===== src/core/pss_regs.vh =====
// Register offsets, field positions, reset values and timing counts
// for the port spin-up and presence controller.
// Assumes a 32-bit APB slave decoding 8 address bits.
`ifndef PSS_REGS_VH
`define PSS_REGS_VH

// Byte offsets of the registers, one aligned word each.
`define PSS_OFF_CAP      8'h00
`define PSS_OFF_CMD      8'h04
`define PSS_OFF_CTL      8'h08
`define PSS_OFF_STAT     8'h0c
`define PSS_OFF_IRQST    8'h10
`define PSS_OFF_IRQMSK   8'h14

// Capability register fields.
`define PSS_CAP_STAGGER  0
`define PSS_CAP_COLDCAP  1

// Port command register fields.
`define PSS_CMD_SPINUP   0
`define PSS_CMD_PWRON    1
`define PSS_CMD_COLDCAP  2
`define PSS_CMD_COLDIN   3

// Detect-initialization control field, bits 3:0 of the control word.
`define PSS_DIC_MSB      3
`define PSS_DIC_NORMAL   4'h0
`define PSS_DIC_RESET    4'h1
`define PSS_DIC_OFF      4'h4
`define PSS_DIC_RST_VAL  4'h0

// Phy mode codes shown in the status register.
`define PSS_MODE_LISTEN  3'h0
`define PSS_MODE_NORMAL  3'h1
`define PSS_MODE_RESET   3'h2
`define PSS_MODE_ILLEGAL 3'h3
`define PSS_MODE_OFF     3'h4
`define PSS_MODE_OTHER   3'h5

// Interrupt status and mask bit positions.
`define PSS_IRQ_XDIAG    0
`define PSS_IRQ_WAKE     1
`define PSS_IRQ_PRES     2
`define PSS_IRQ_INIT     3
`define PSS_IRQ_W        4

// Length of the COMRESET burst sent before link initialization.
`define PSS_COMRESET_NS  1000
`define PSS_CLK_NS       4
// Burst length in clocks, sized to the counter: 1000 ns at 4 ns a clock.
`define PSS_COMRESET_CYC 16'h00fa

`endif


===== src/core/pss_phy_mode.v =====
// Phy mode decoder: maps the detect-initialization control field and
// the spin-up-device bit onto a phy mode, and flags the spin-up and
// initialize transitions as one-cycle events.
// Assumes its inputs are registers in the ref_clk domain.
`timescale 1ns/10ps
`default_nettype none
`include "pss_regs.vh"

module pss_phy_mode (
    input  wire       ref_clk,
    input  wire       reset_n,
    input  wire [3:0] detectInitControl,
    input  wire       spinUpDevice,
    output wire [2:0] phyMode,
    output wire       spinUpEvt,
    output wire       initEvt
);

    // Previous control field and spin-up bit, one clock behind.
    reg [3:0] prevDic;
    reg       prevSpinUp;

    // Decodes a field and spin-up pair into a mode code.
    function [2:0] decodeMode;
        input [3:0] dic;
        input       spin;
        begin
            if (dic == `PSS_DIC_NORMAL) begin
                decodeMode = spin ? `PSS_MODE_NORMAL : `PSS_MODE_LISTEN;
            end else if (dic == `PSS_DIC_RESET) begin
                decodeMode = spin ? `PSS_MODE_RESET : `PSS_MODE_ILLEGAL;
            end else if (dic == `PSS_DIC_OFF) begin
                decodeMode = `PSS_MODE_OFF;
            end else begin
                decodeMode = `PSS_MODE_OTHER;
            end
        end
    endfunction

    // Keeps last cycle's values so transitions become edges.
    always @(posedge ref_clk) begin
        if (!reset_n) begin
            prevDic    <= `PSS_DIC_RST_VAL;
            prevSpinUp <= 1'b0;
        end else begin
            prevDic    <= detectInitControl;
            prevSpinUp <= spinUpDevice;
        end
    end

    // Current mode from the present field and bit.
    assign phyMode = decodeMode(detectInitControl, spinUpDevice);

    // Spin-up: bit rises while the field is at 0h.
    assign spinUpEvt = (detectInitControl == `PSS_DIC_NORMAL) &&
                       (prevDic == `PSS_DIC_NORMAL) &&
                       spinUpDevice && !prevSpinUp;

    // Initialize: field falls from 1h to 0h with the bit set.
    assign initEvt = (detectInitControl == `PSS_DIC_NORMAL) &&
                     (prevDic == `PSS_DIC_RESET) &&
                     spinUpDevice && prevSpinUp;

endmodule
`default_nettype wire


===== src/core/pss_port_ctrl.v =====
// Per-port spin-up, out-of-band mode and cold presence power control.
// Holds the APB register file, the interrupt status and mask, and the
// sequencer that issues COMRESET bursts and link initialization.
// Assumes the out-of-band detector gives one-cycle pulses on ref_clk
// and that the presence pin is already synchronous to ref_clk.
//
// The APB register port and the register addresses were decided locally.
`timescale 1ns/10ps
`default_nettype none
`include "pss_regs.vh"

// Notes on behaviour
// - cold capable port reports bit, presence pin, power pin
// - power bit writable, resets off, drives switch
// - staggered support sets capability, spin-up bit writable
// - no staggered support: spin-up bit fixed one
// - listen: COMINIT sets diag flag, no reply
// - listen forces phy low power, no negotiation
// - spin-up bit rising at 0h sends COMRESET, init
// - normal: COMINIT flags, resets, reinitializes; COMWAKE wakes
// - reset mode sends COMRESET continuously, COMINIT sets diag flag only
// - field 1h to 0h stops COMRESET, starts init
module pss_port_ctrl #(
    parameter        STAGGER_SUPPORT = 1,  // Staggered spin-up present.
    parameter        COLD_PRESENCE   = 1,  // Cold presence on this port.
    parameter [15:0] COMRESET_CYCLES = `PSS_COMRESET_CYC
) (
    input  wire        ref_clk,
    input  wire        reset_n,
    input  wire        psel,
    input  wire        penable,
    input  wire        pwrite,
    input  wire [7:0]  paddr,
    input  wire [31:0] pwdata,
    output reg  [31:0] prdata,
    output reg         pready,
    output reg         pslverr,
    input  wire        comInitRx,
    input  wire        comWakeRx,
    input  wire        coldPresenceIn,
    input  wire [3:0]  deviceDetectStatus,
    output reg         comResetTx,
    output reg         linkInitStart,
    output reg         linkWake,
    output reg         phyLowPower,
    output reg         phyOffline,
    output reg         devicePowerEn,
    output reg         irq
);

    // Sequencer states.
    localparam [1:0] ST_IDLE  = 2'd0;  // No burst in progress.
    localparam [1:0] ST_BURST = 2'd1;  // Sending a COMRESET burst.
    localparam [1:0] ST_INIT  = 2'd2;  // Issuing link initialization.

    // Capability values seen by software.
    localparam STG = (STAGGER_SUPPORT != 0) ? 1'b1 : 1'b0;
    localparam CPC = (COLD_PRESENCE != 0) ? 1'b1 : 1'b0;

    // Software-visible control state.
    reg [3:0]  detectInitControl;   // Detect-initialization field.
    reg        spinUpDevice;        // Spin-up-device bit.
    reg        powerOnDevice;       // Power-on-device bit.
    reg [`PSS_IRQ_W-1:0] irqStatus; // Sticky event bits.
    reg [`PSS_IRQ_W-1:0] irqMask;   // Enables for the event bits.

    // Sequencer state and burst counter.
    reg [1:0]  seqState;
    reg [1:0]  next_seqState;
    reg [15:0] burstCount;
    reg [15:0] next_burstCount;

    // Last sampled presence pin, for change detection.
    reg        prevPresence;

    // Decoded mode and transition events from the decoder.
    wire [2:0] phyMode;
    wire       spinUpEvt;
    wire       initEvt;

    // Bus qualifiers.
    wire       setupPhase;          // First cycle of a transfer.
    wire       wrDone;              // Write takes effect this edge.
    wire [7:0] wordAddr;            // Address with byte bits cleared.
    reg        addrHit;             // Address names a register.
    reg [31:0] readValue;           // Read data for the address.

    // Event pulses raised this cycle.
    wire       xdiagEvt;
    wire       wakeEvt;
    wire       presEvt;
    wire       startInit;
    wire       startBurst;
    wire [`PSS_IRQ_W-1:0] irqSet;
    wire [`PSS_IRQ_W-1:0] irqClr;

    // Mode decoder and transition edge detector.
    pss_phy_mode uMode (
        .ref_clk           (ref_clk),
        .reset_n           (reset_n),
        .detectInitControl (detectInitControl),
        .spinUpDevice      (spinUpDevice),
        .phyMode           (phyMode),
        .spinUpEvt         (spinUpEvt),
        .initEvt           (initEvt)
    );

    // Transfer is in setup when selected without enable.
    assign setupPhase = psel && !penable;

    // The write lands at the edge where the master sees ready.
    assign wrDone = psel && penable && pready && pwrite;

    // Word address for decode; byte lane bits are ignored.
    assign wordAddr = {paddr[7:2], 2'b00};

    // Builds the read value and marks mapped addresses.
    always @* begin
        readValue = 32'h0000_0000;
        addrHit   = 1'b1;
        case (wordAddr)
            `PSS_OFF_CAP: begin
                // Capability bits are fixed by the build.
                readValue[`PSS_CAP_STAGGER] = STG;
                readValue[`PSS_CAP_COLDCAP] = CPC;
            end
            `PSS_OFF_CMD: begin
                // Cold capable bit and presence pin level.
                readValue[`PSS_CMD_SPINUP]  = spinUpDevice;
                readValue[`PSS_CMD_PWRON]   = powerOnDevice;
                readValue[`PSS_CMD_COLDCAP] = CPC;
                readValue[`PSS_CMD_COLDIN]  = CPC & prevPresence;
            end
            `PSS_OFF_CTL: begin
                // Control field as written.
                readValue[`PSS_DIC_MSB:0] = detectInitControl;
            end
            `PSS_OFF_STAT: begin
                // Mode, sequencer and drive detect status.
                readValue[2:0]  = phyMode;
                readValue[4:3]  = seqState;
                readValue[5]    = comResetTx;
                readValue[11:8] = deviceDetectStatus;
            end
            `PSS_OFF_IRQST: begin
                // Sticky events.
                readValue[`PSS_IRQ_W-1:0] = irqStatus;
            end
            `PSS_OFF_IRQMSK: begin
                // Interrupt enables.
                readValue[`PSS_IRQ_W-1:0] = irqMask;
            end
            default: begin
                // Unmapped address answers with an error.
                addrHit = 1'b0;
            end
        endcase
    end

    // A status read returns the word as it stood at the setup edge; an
    // event raised in the access cycle shows on the following read.
    // Answers every transfer after one access cycle; read data and the
    // error flag are captured in the setup cycle.
    always @(posedge ref_clk) begin
        if (!reset_n) begin
            pready  <= 1'b0;
            pslverr <= 1'b0;
            prdata  <= 32'h0000_0000;
        end else begin
            pready <= setupPhase;
            if (setupPhase) begin
                pslverr <= !addrHit;
                prdata  <= pwrite ? 32'h0000_0000 : readValue;
            end else begin
                pslverr <= 1'b0;
            end
        end
    end

    // Control register writes.
    always @(posedge ref_clk) begin
        if (!reset_n) begin
            detectInitControl <= `PSS_DIC_RST_VAL;
            // Spin-up bit is fixed at one without staggering.
            spinUpDevice  <= !STG;
            // Power withheld at start on a cold capable port.
            powerOnDevice <= !CPC;
            irqMask       <= {`PSS_IRQ_W{1'b0}};
        end else if (wrDone && addrHit) begin
            if (wordAddr == `PSS_OFF_CTL) begin
                detectInitControl <= pwdata[`PSS_DIC_MSB:0];
            end
            if (wordAddr == `PSS_OFF_CMD) begin
                // Writable only with staggered support.
                if (STG) begin
                    spinUpDevice <= pwdata[`PSS_CMD_SPINUP];
                end
                // Writable only on a cold capable port.
                if (CPC) begin
                    powerOnDevice <= pwdata[`PSS_CMD_PWRON];
                end
            end
            if (wordAddr == `PSS_OFF_IRQMSK) begin
                irqMask <= pwdata[`PSS_IRQ_W-1:0];
            end
        end
    end

    // The illegal pairing of 1h with the spin-up bit clear is kept
    // quiet: no flag, no COMRESET and an idle sequencer, so a software
    // slip cannot disturb an attached drive.
    // Exchanged flag on COMINIT in listen, normal and reset. The
    // illegal combination never raises it.
    assign xdiagEvt = comInitRx &&
                      ((phyMode == `PSS_MODE_LISTEN) ||
                       (phyMode == `PSS_MODE_NORMAL) ||
                       (phyMode == `PSS_MODE_RESET));

    // COMWAKE counts only in normal; listen ignores it.
    assign wakeEvt = comWakeRx && (phyMode == `PSS_MODE_NORMAL);

    // Presence pin change on a cold capable port.
    assign presEvt = CPC && (coldPresenceIn != prevPresence);

    // Burst on spin-up or on COMINIT in normal mode.
    assign startBurst = spinUpEvt ||
                        (comInitRx && (phyMode == `PSS_MODE_NORMAL));

    // Leaving reset goes straight to initialization.
    assign startInit = initEvt;

    // Event and clear vectors for the sticky status.
    assign irqSet = {linkInitStart, presEvt, wakeEvt, xdiagEvt};
    assign irqClr = (wrDone && (wordAddr == `PSS_OFF_IRQST)) ?
                    pwdata[`PSS_IRQ_W-1:0] : {`PSS_IRQ_W{1'b0}};

    // Sticky status, write one to clear; a new event beats the clear.
    always @(posedge ref_clk) begin
        if (!reset_n) begin
            irqStatus    <= {`PSS_IRQ_W{1'b0}};
            prevPresence <= 1'b0;
            irq          <= 1'b0;
        end else begin
            irqStatus    <= (irqStatus & ~irqClr) | irqSet;
            prevPresence <= coldPresenceIn;
            irq          <= |(irqStatus & irqMask);
        end
    end

    // A COMINIT that lands mid-burst reloads the counter, so the drive
    // sees one full-length COMRESET before an initialization that ends a burst.
    // Leaving reset mode skips the burst: COMRESET has been sent for as
    // long as software held the field at 1h.
    // Sequencer next state: bursts, initialization and mode overrides.
    always @* begin
        next_seqState   = seqState;
        next_burstCount = burstCount;
        case (phyMode)
            `PSS_MODE_NORMAL: begin
                if (startInit) begin
                    // Stop COMRESET and initialize at once.
                    next_seqState   = ST_INIT;
                    next_burstCount = 16'h0000;
                end else if (startBurst) begin
                    // Restart a burst even mid-sequence.
                    next_seqState   = ST_BURST;
                    next_burstCount = COMRESET_CYCLES;
                end else begin
                    case (seqState)
                        ST_BURST: begin
                            // Count down the COMRESET burst.
                            if (burstCount <= 16'h0001) begin
                                next_seqState   = ST_INIT;
                                next_burstCount = 16'h0000;
                            end else begin
                                next_burstCount = burstCount - 16'h0001;
                            end
                        end
                        ST_INIT: begin
                            // One cycle of initialization request.
                            next_seqState = ST_IDLE;
                        end
                        default: begin
                            next_seqState = ST_IDLE;
                        end
                    endcase
                end
            end
            default: begin
                // Other modes hold the sequencer idle; reset mode
                // drives COMRESET directly.
                next_seqState   = ST_IDLE;
                next_burstCount = 16'h0000;
            end
        endcase
    end

    // Sequencer registers.
    always @(posedge ref_clk) begin
        if (!reset_n) begin
            seqState   <= ST_IDLE;
            burstCount <= 16'h0000;
        end else begin
            seqState   <= next_seqState;
            burstCount <= next_burstCount;
        end
    end

    // Phy control outputs, each from its own flip-flop.
    always @(posedge ref_clk) begin
        if (!reset_n) begin
            comResetTx    <= 1'b0;
            linkInitStart <= 1'b0;
            linkWake      <= 1'b0;
            phyLowPower   <= 1'b0;
            phyOffline    <= 1'b0;
            devicePowerEn <= 1'b0;
        end else begin
            // Continuous in reset mode, else during a burst.
            comResetTx <= (phyMode == `PSS_MODE_RESET) ||
                          (next_seqState == ST_BURST);
            // One-cycle start of link initialization.
            linkInitStart <= (next_seqState == ST_INIT);
            // Wake the link on COMWAKE in normal mode.
            linkWake <= wakeEvt;
            // Low power forced locally in listen, nothing sent on the
            // link and no reply to COMINIT.
            phyLowPower <= (phyMode == `PSS_MODE_LISTEN);
            // Off mode takes the phy offline.
            phyOffline <= (phyMode == `PSS_MODE_OFF);
            // Power switch follows the power-on bit.
            devicePowerEn <= powerOnDevice;
        end
    end

endmodule
`default_nettype wire


===== config.mk =====
export PLATFORM = sky130hd
export DESIGN_NAME = pss_port_ctrl
export DESIGN_NICKNAME = d
export VERILOG_FILES = /design/src/core/pss_phy_mode.v /design/src/core/pss_port_ctrl.v
export VERILOG_INCLUDE_DIRS = /design/src /design/src/core
export SDC_FILE = /design/constraint.sdc
export NUM_CORES = 1
export LEC_CHECK = 0
export BUFFER_PORTS_ARGS = -buffer_cell sky130_fd_sc_hd__buf_2
export CAP_MARGIN = 20
export CORE_MARGIN = 2
export CORE_UTILIZATION = 50
export DETAILED_ROUTE_END_ITERATION = 8
export PLACE_DENSITY_LB_ADDON = 0.08
export SLEW_MARGIN = 5
export SYNTH_ARGS = -nofsm -noshare
export SYNTH_HDL_FRONTEND = slang
export SYNTH_SLANG_ARGS = --single-unit

===== constraint.sdc =====
create_clock -name ref_clk -period 3.4 [get_ports ref_clk]
set_input_delay 0.17 -clock ref_clk [delete_from_list [all_inputs] [get_ports ref_clk]]
set_output_delay 0.17 -clock ref_clk [all_outputs]
set_load 0.05 [all_outputs]

### After elaboration in Yosys (flattened, before gate mapping)

Index checks and enable logic that the tools add are counted.

| cells by class | value |
|---|---|
| multiplexer cells | 20 |
| bitwise operators | 6 |
| add/subtract/negate cells | 1 |
| magnitude comparators | 1 |
| eq/ne operators | 15 |
| reductions and logical operators | 35 |

Operators with widths:

| cell | number |
|---|---|
| less-or-equal comparator 16 x 1 -> 1 bit, second input constant | 1 |
| two-way mux 16 bit | 1 |
| two-way mux 8 bit | 2 |
| subtractor 16 x 1 -> 16 bit, second input constant | 1 |
| logical AND 1 bit | 15 |
| == test 6 x 2 -> 1 bit, second input constant | 2 |
| == test 6 x 3 -> 1 bit, second input constant | 2 |
| two-way mux 12 bit | 1 |
| two-way mux 2 bit | 6 |
| case mux 2 bit (6 select lines) | 1 |
| case mux 2 bit (5 select lines) | 1 |
| AND 4 bit | 2 |
| == test 4 x 1 -> 1 bit, second input constant | 2 |
| zero test 4 bit | 2 |
| zero test 8 bit | 1 |
| two-way mux 4 bit | 2 |
| AND reduction 2 bit | 4 |
| OR reduction 4 bit | 2 |
| == test 6 x 1 -> 1 bit, second input constant | 1 |
| two-way mux 3 bit | 2 |
| OR reduction 6 bit | 1 |
| == test 2 x 1 -> 1 bit, second input constant | 2 |
| == test 4 x 3 -> 1 bit, second input constant | 1 |
| logical OR 1 bit | 4 |
| 13 further kinds | 19 |

| word-level totals | value |
|---|---|
| logic and storage cells | 99 |
| register bits after elaboration | 79 |
| bits of input ports | 52 |
| output and inout port bits | 41 |

### Depth between registers and ports, before layout

| depth | value |
|---|---|
| depth after elaboration | 12 |
| depth in mapped cells | 7 |
| gate-level depth less buffers | 7 |

### Cells and area by module

A second synthesis with hierarchy kept.

| unflattened totals | value |
|---|---|
| cells, all modules | 314 |
| area total of the unflattened synthesis | 2820.2 µm² |

By module, submodules not included:

| module | area each (µm²) | instances | sequential area each (µm²) | cells an instance |
|---|---|---|---|---|
| pss_port_ctrl | 2618.8 | 1 | 1041.0 | 292 |
| pss_phy_mode | 201.4 | 1 | 100.1 | 22 |

### Least setup slack after synthesis

No wires, ideal clock.

| path | value |
|---|---|
| path type | reg2reg |
| start point | register burstCount[2] |
| end point | register burstCount[7] |
| stages on the path, launching flop included | 7 |
| slack | 1351 ps |
| library setup time | 74 ps |
| buffers on the path | 1 |
| clock period less this slack | 2049 ps |
| data required time | 3326 ps |
| data arrival time | 1975 ps |
| path through | dfxtp_1 or2_4 or4_1 buf_2 or4_4 or3b_1 a31oi_1 |

| between the ends | value |
|---|---|
| word-level cells in the longest chain between the ends | 4 |
| elaborated cells between the ends (all ways) | 5 |
| classes of those cells | 1 x add/sub; 1 x order compare; 3 x mux |

Ends and longest elaborated chain:

| what | line | RTL |
|---|---|---|
| from (decl) | pss_port_ctrl.v:70 | `reg [15:0] burstCount;` |
| from (signal assigned) | pss_port_ctrl.v:305 | `burstCount <= next_burstCount;` |
| subtractor 16 x 1 -> 16 bit or less-or-equal comparator 16 x 1 -> 1 bit (tied branches) | pss_port_ctrl.v:276, pss_port_ctrl.v:272 |  |
| two-way mux 16 bit (*) | pss_port_ctrl.v:272 | `if (burstCount <= 16'h0001) begin` |
| two-way mux 8 bit (*) | pss_port_ctrl.v:269 | `case (seqState)` |
| two-way mux 8 bit (*) | pss_port_ctrl.v:264 | `end else if (startBurst) begin` |

Every way passes the cells marked *; elsewhere a longest branch is shown, timed or not. The select of a mux whose other input is x is not followed.
A chain may end at the register's enable or synchronous reset.

### Final worst setup path

| path | value |
|---|---|
| start point | register burstCount[4] |
| end point | register comResetTx |

| between the ends | value |
|---|---|
| word-level cells in the longest chain between the ends | 8 |

Ends and longest elaborated chain:

| what | line | RTL |
|---|---|---|
| less-or-equal comparator 16 x 1 -> 1 bit | pss_port_ctrl.v:272 |  |
| two-way mux 2 bit | pss_port_ctrl.v:272 |  |
| two-way mux 2 bit | pss_port_ctrl.v:269 |  |
| two-way mux 2 bit | pss_port_ctrl.v:264 |  |
| two-way mux 2 bit | pss_port_ctrl.v:260 | `if (startInit) begin` |
| two-way mux 2 bit | pss_port_ctrl.v:258 | `case (phyMode)` |
| == test 2 x 1 -> 1 bit | pss_port_ctrl.v:321 | `(next_seqState == ST_BURST);` |
| logical OR 1 bit | pss_port_ctrl.v:320 | `` comResetTx <= (phyMode == `PSS_MODE_RESET) \|\| `` |
| to (signal assigned) | pss_port_ctrl.v:320 |  |
| to (decl) | pss_port_ctrl.v:42 | `output reg comResetTx,` |

No other way between the ends.

==> impl_metrics.py <==
metrics = {
    "run_status": {
        "outcome": "complete, no violations",
    },
    "synthesis": {
        "avgSynthCellArea_sq_um": 8.69,
        "yosysUniqueCellTypes": 45,
        "netlist_area_sq_um": 2600,
        "synth_area_leader_cell": "dfxtp_1",
        "synth_seq_cells": 57,
        "synthFlopType": "dfxtp_1",
        "yosysSeqAreaShare": 0.439,
        "synthTopCellsByArea": "dfxtp_1 44%, nor2_1 6.9%, buf_4 6.4%",
        "ys_warn_count": 0,
        "synth_edf_count": 0,
        "synth_top_area_share": 0.439,
        "syn_inst": 299,
        "synthArstFlopShare": 0,
    },
    "sta": {
        "period_share": 0.668,
        "maxSlewHeadroom": 0.502,
        "clock-skew-final_ps": 4.75,
        "finalSetupViolations": 0,
        "finalSetupTns_ps": 0,
        "tightest_slew_ps": 747,
        "rsz0062_at_grt": "false",
        "post-route-min-period_ps": 2270,
        "finalHoldViolations": 0,
        "slew_violations": 0,
        "whs_ps": 69.8,
        "fmax_mhz": 440,
    },
    "power": {
        "switching_share": 0.260,
        "max-vdd-ir-drop_v": 0.000274,
        "combPwrFrac": 0.079,
        "internal_power_mw": 0.991,
        "pwr-share-seq": 0.504,
        "clock_power_share": 0.417,
        "p_leak_nw": 1.22,
        "power_density_nw_per_um2": 457,
        "switchingPower_mw": 0.348,
    },
    "routing": {
        "postRouteAntennaNets": 0,
        "post-route-drc-count": 0,
        "dr_total_vias": 2141,
        "routedWlPerCell_um": 13.3,
        "drt_iter0_drc": 98,
        "drt-pass1-iter-count": 8,
        "wl_um": 5470,
        "post_drt_via_cell_ratio": 5.20,
    },
    "global_route": {
        "top_usage_layer": "met2",
        "grt_pass1_vias": 1986,
        "use_met3": 0.0391,
        "antenna_found_initial": 0,
        "grt_max_degree": 25,
        "grt_pass1_wl_um": 9260,
        "use_met1": 0.251,
        "grtUsageTotal": 0.201,
        "grtUsageMet2": 0.331,
        "grt-ovfl-total": 0,
    },
    "flow_run": {
        "maxCapViolations": 0,
    },
    "clocking": {
        "holdBufCountCts": 0,
        "cts_root_buffer": "clkbuf_8",
        "clock_latency_ps": 330,
        "clock_sinks": 57,
        "clock_path_buffers": 2,
        "path_clk_slew_ps": 60,
        "cts_buffers": 9,
        "cts-resized-gates": 0,
        "post_cts_buffers": 0,
        "h-tree-depth": 3,
        "cts_tree": "done",
    },
    "final_layout": {
        "final_area_sq_um": 2930,
        "drive_above_1_share": 0.181,
        "final_util": 0.577,
        "final_cells": 412,
        "diodes": 0,
        "fill_cells": 505,
        "nets": 391,
        "area_growth_pct": 12.7,
    },
    "placement": {
        "numPortBuffers": 40,
        "gp_congestion": 0.804,
        "post_dp_cell_area_sq_um": 2750,
        "dp_hpwl_um": 3980,
        "place_inst": 396,
    },
    "setup_path": {
        "critPathLaunchType": "register",
        "worstSetupPathType": "reg2reg",
        "worst_ep_required_time_ps": 3600,
        "arrival_ps": 2470,
        "crit_path_end_kind": "register",
        "worst-path-max-fanout": 9,
    },
    "floorplan": {
        "die_w_um": 76.1,
        "initial_core_util": 0.512,
        "num_rows": 26,
        "core-area_sq_um": 5070,
        "die_y_um": 76.1,
        "ioPinCount": 93,
        "die_area_sq_um": 5790,
    },
    "hold_path": {
        "hp-class": "in2reg",
    },
}
-- layout make-up --
type                       count  area (sq um)  share of cell area
multi-input combinational    223          1300               0.445
clock inverter                 3          15.0             0.00513
tap                           70          87.6              0.0299
sequential                    57          1140               0.390
clock buffer                  13           159              0.0543
inverter                       6          22.5             0.00770
timing repair buffer          40           200              0.0684
-- registers in the layout, summed over array words and instances (netlist names), 2 cells and up --
signal and flops:
seqState 2, irqMask 4, prdata 10, uMode.prevDic 4, burstCount 16, irqStatus 4
detectInitControl 4
-- power groups by stage --
stage | Clock [mW] | Combinational, mW | Sequential, mW
after floorplan | 0 | 0.0968 | 0.695
after global placement | 0 | 0.105 | 0.690
after detailed placement | 0 | 0.105 | 0.690
after CTS | 0.577 | 0.105 | 0.675
after global routing | 0.602 | 0.113 | 0.675
final | 0.558 | 0.106 | 0.675
-- path summary, 6_finish.rpt --
check                             start                       to  slack [ps]  depth (start not counted)
max          burstCount[4]$_SDFFE_PP0P_    comResetTx$_SDFF_PN0_        1130                          5
min                      coldPresenceIn  prevPresence$_SDFF_PN0_          70                          2
max reg2reg  burstCount[4]$_SDFFE_PP0P_    comResetTx$_SDFF_PN0_        1130                          5
min reg2reg      prdata[3]$_SDFFE_PN0P_   prdata[3]$_SDFFE_PN0P_         460                          2
-- per-stage QoR --
step                setup slack, ps  power (mW)
floorplan                      1350       0.792
global placement               1130       0.795
detailed placement             1120       0.795
CTS                            1120        1.36
global route                    864        1.39
finish                         1130        1.34
-- per-layer routing --
layer	vias up	wire, um	part of all wire
li1	1069	-	-
met1	1021	2490	0.46
met2	41	2680	0.49
met3	10	192	0.035
met4	0	108	0.020
met5	-	0	0
-- logic make-up after synthesis --
group / count (synthesis) / synth area share
simple gates: 128 / 0.255
other cells: 1 / 0.00144
fa+ha+maj: 2 / 0.00963
mux: 13 / 0.0501
compound gates: 46 / 0.114
xor+xnor: 12 / 0.0405
buf+inv: 40 / 0.0901
flops: 57 / 0.439
-- Yosys cell counts, types with 2 or more instances --
cell      number
clkbuf_1      11
xnor2_1        5
a22oi_1        9
nor2b_1        2
dfxtp_1       57
inv_1          6
nand3_1        7
nor3_1        10
ha_1           2
nand4_1        4
nor4_1         4
nand2_1       16
and2_1         7
buf_4         22
nor3b_1        4
and3_1         2
a32oi_1        2
o21ai_0        7
xor2_1         7
a31oi_1        4
or2_2          2
mux2i_1       13
a21oi_1       15
nor2_1        48
nand2b_1       5
a21boi_0       2
or4_1          5
nand3b_1       4
-- layout by cell type (no fill, tap or decap), types with 3 or more instances in the layout --
cell      instances
mux2i_1          13
nand2b_1          5
a21oi_1          15
xor2_1            7
buf_2            40
dfxtp_1          57
inv_1             6
nor2_1           48
nand3_1           7
a22oi_1           9
nand3b_1          4
or4_1             5
o21ai_0           7
conb_1           22
and2_1            7
clkbuf_8         11
xnor2_1           5
nor3b_1           4
nor3_1           10
nand4_1           4
a31oi_1           4
nor4_1            4
nand2_1          16
clkinv_2          3
-- worst max-delay path, stage by stage, from the launching register on --
cell and delay [ps]:
dfxtp_1 370, or4_1 570, nor3_1 340, nand4_1 390
a21boi_0 350, o21ai_0 130
Note: power is estimated with default switching activity, not from simulation.
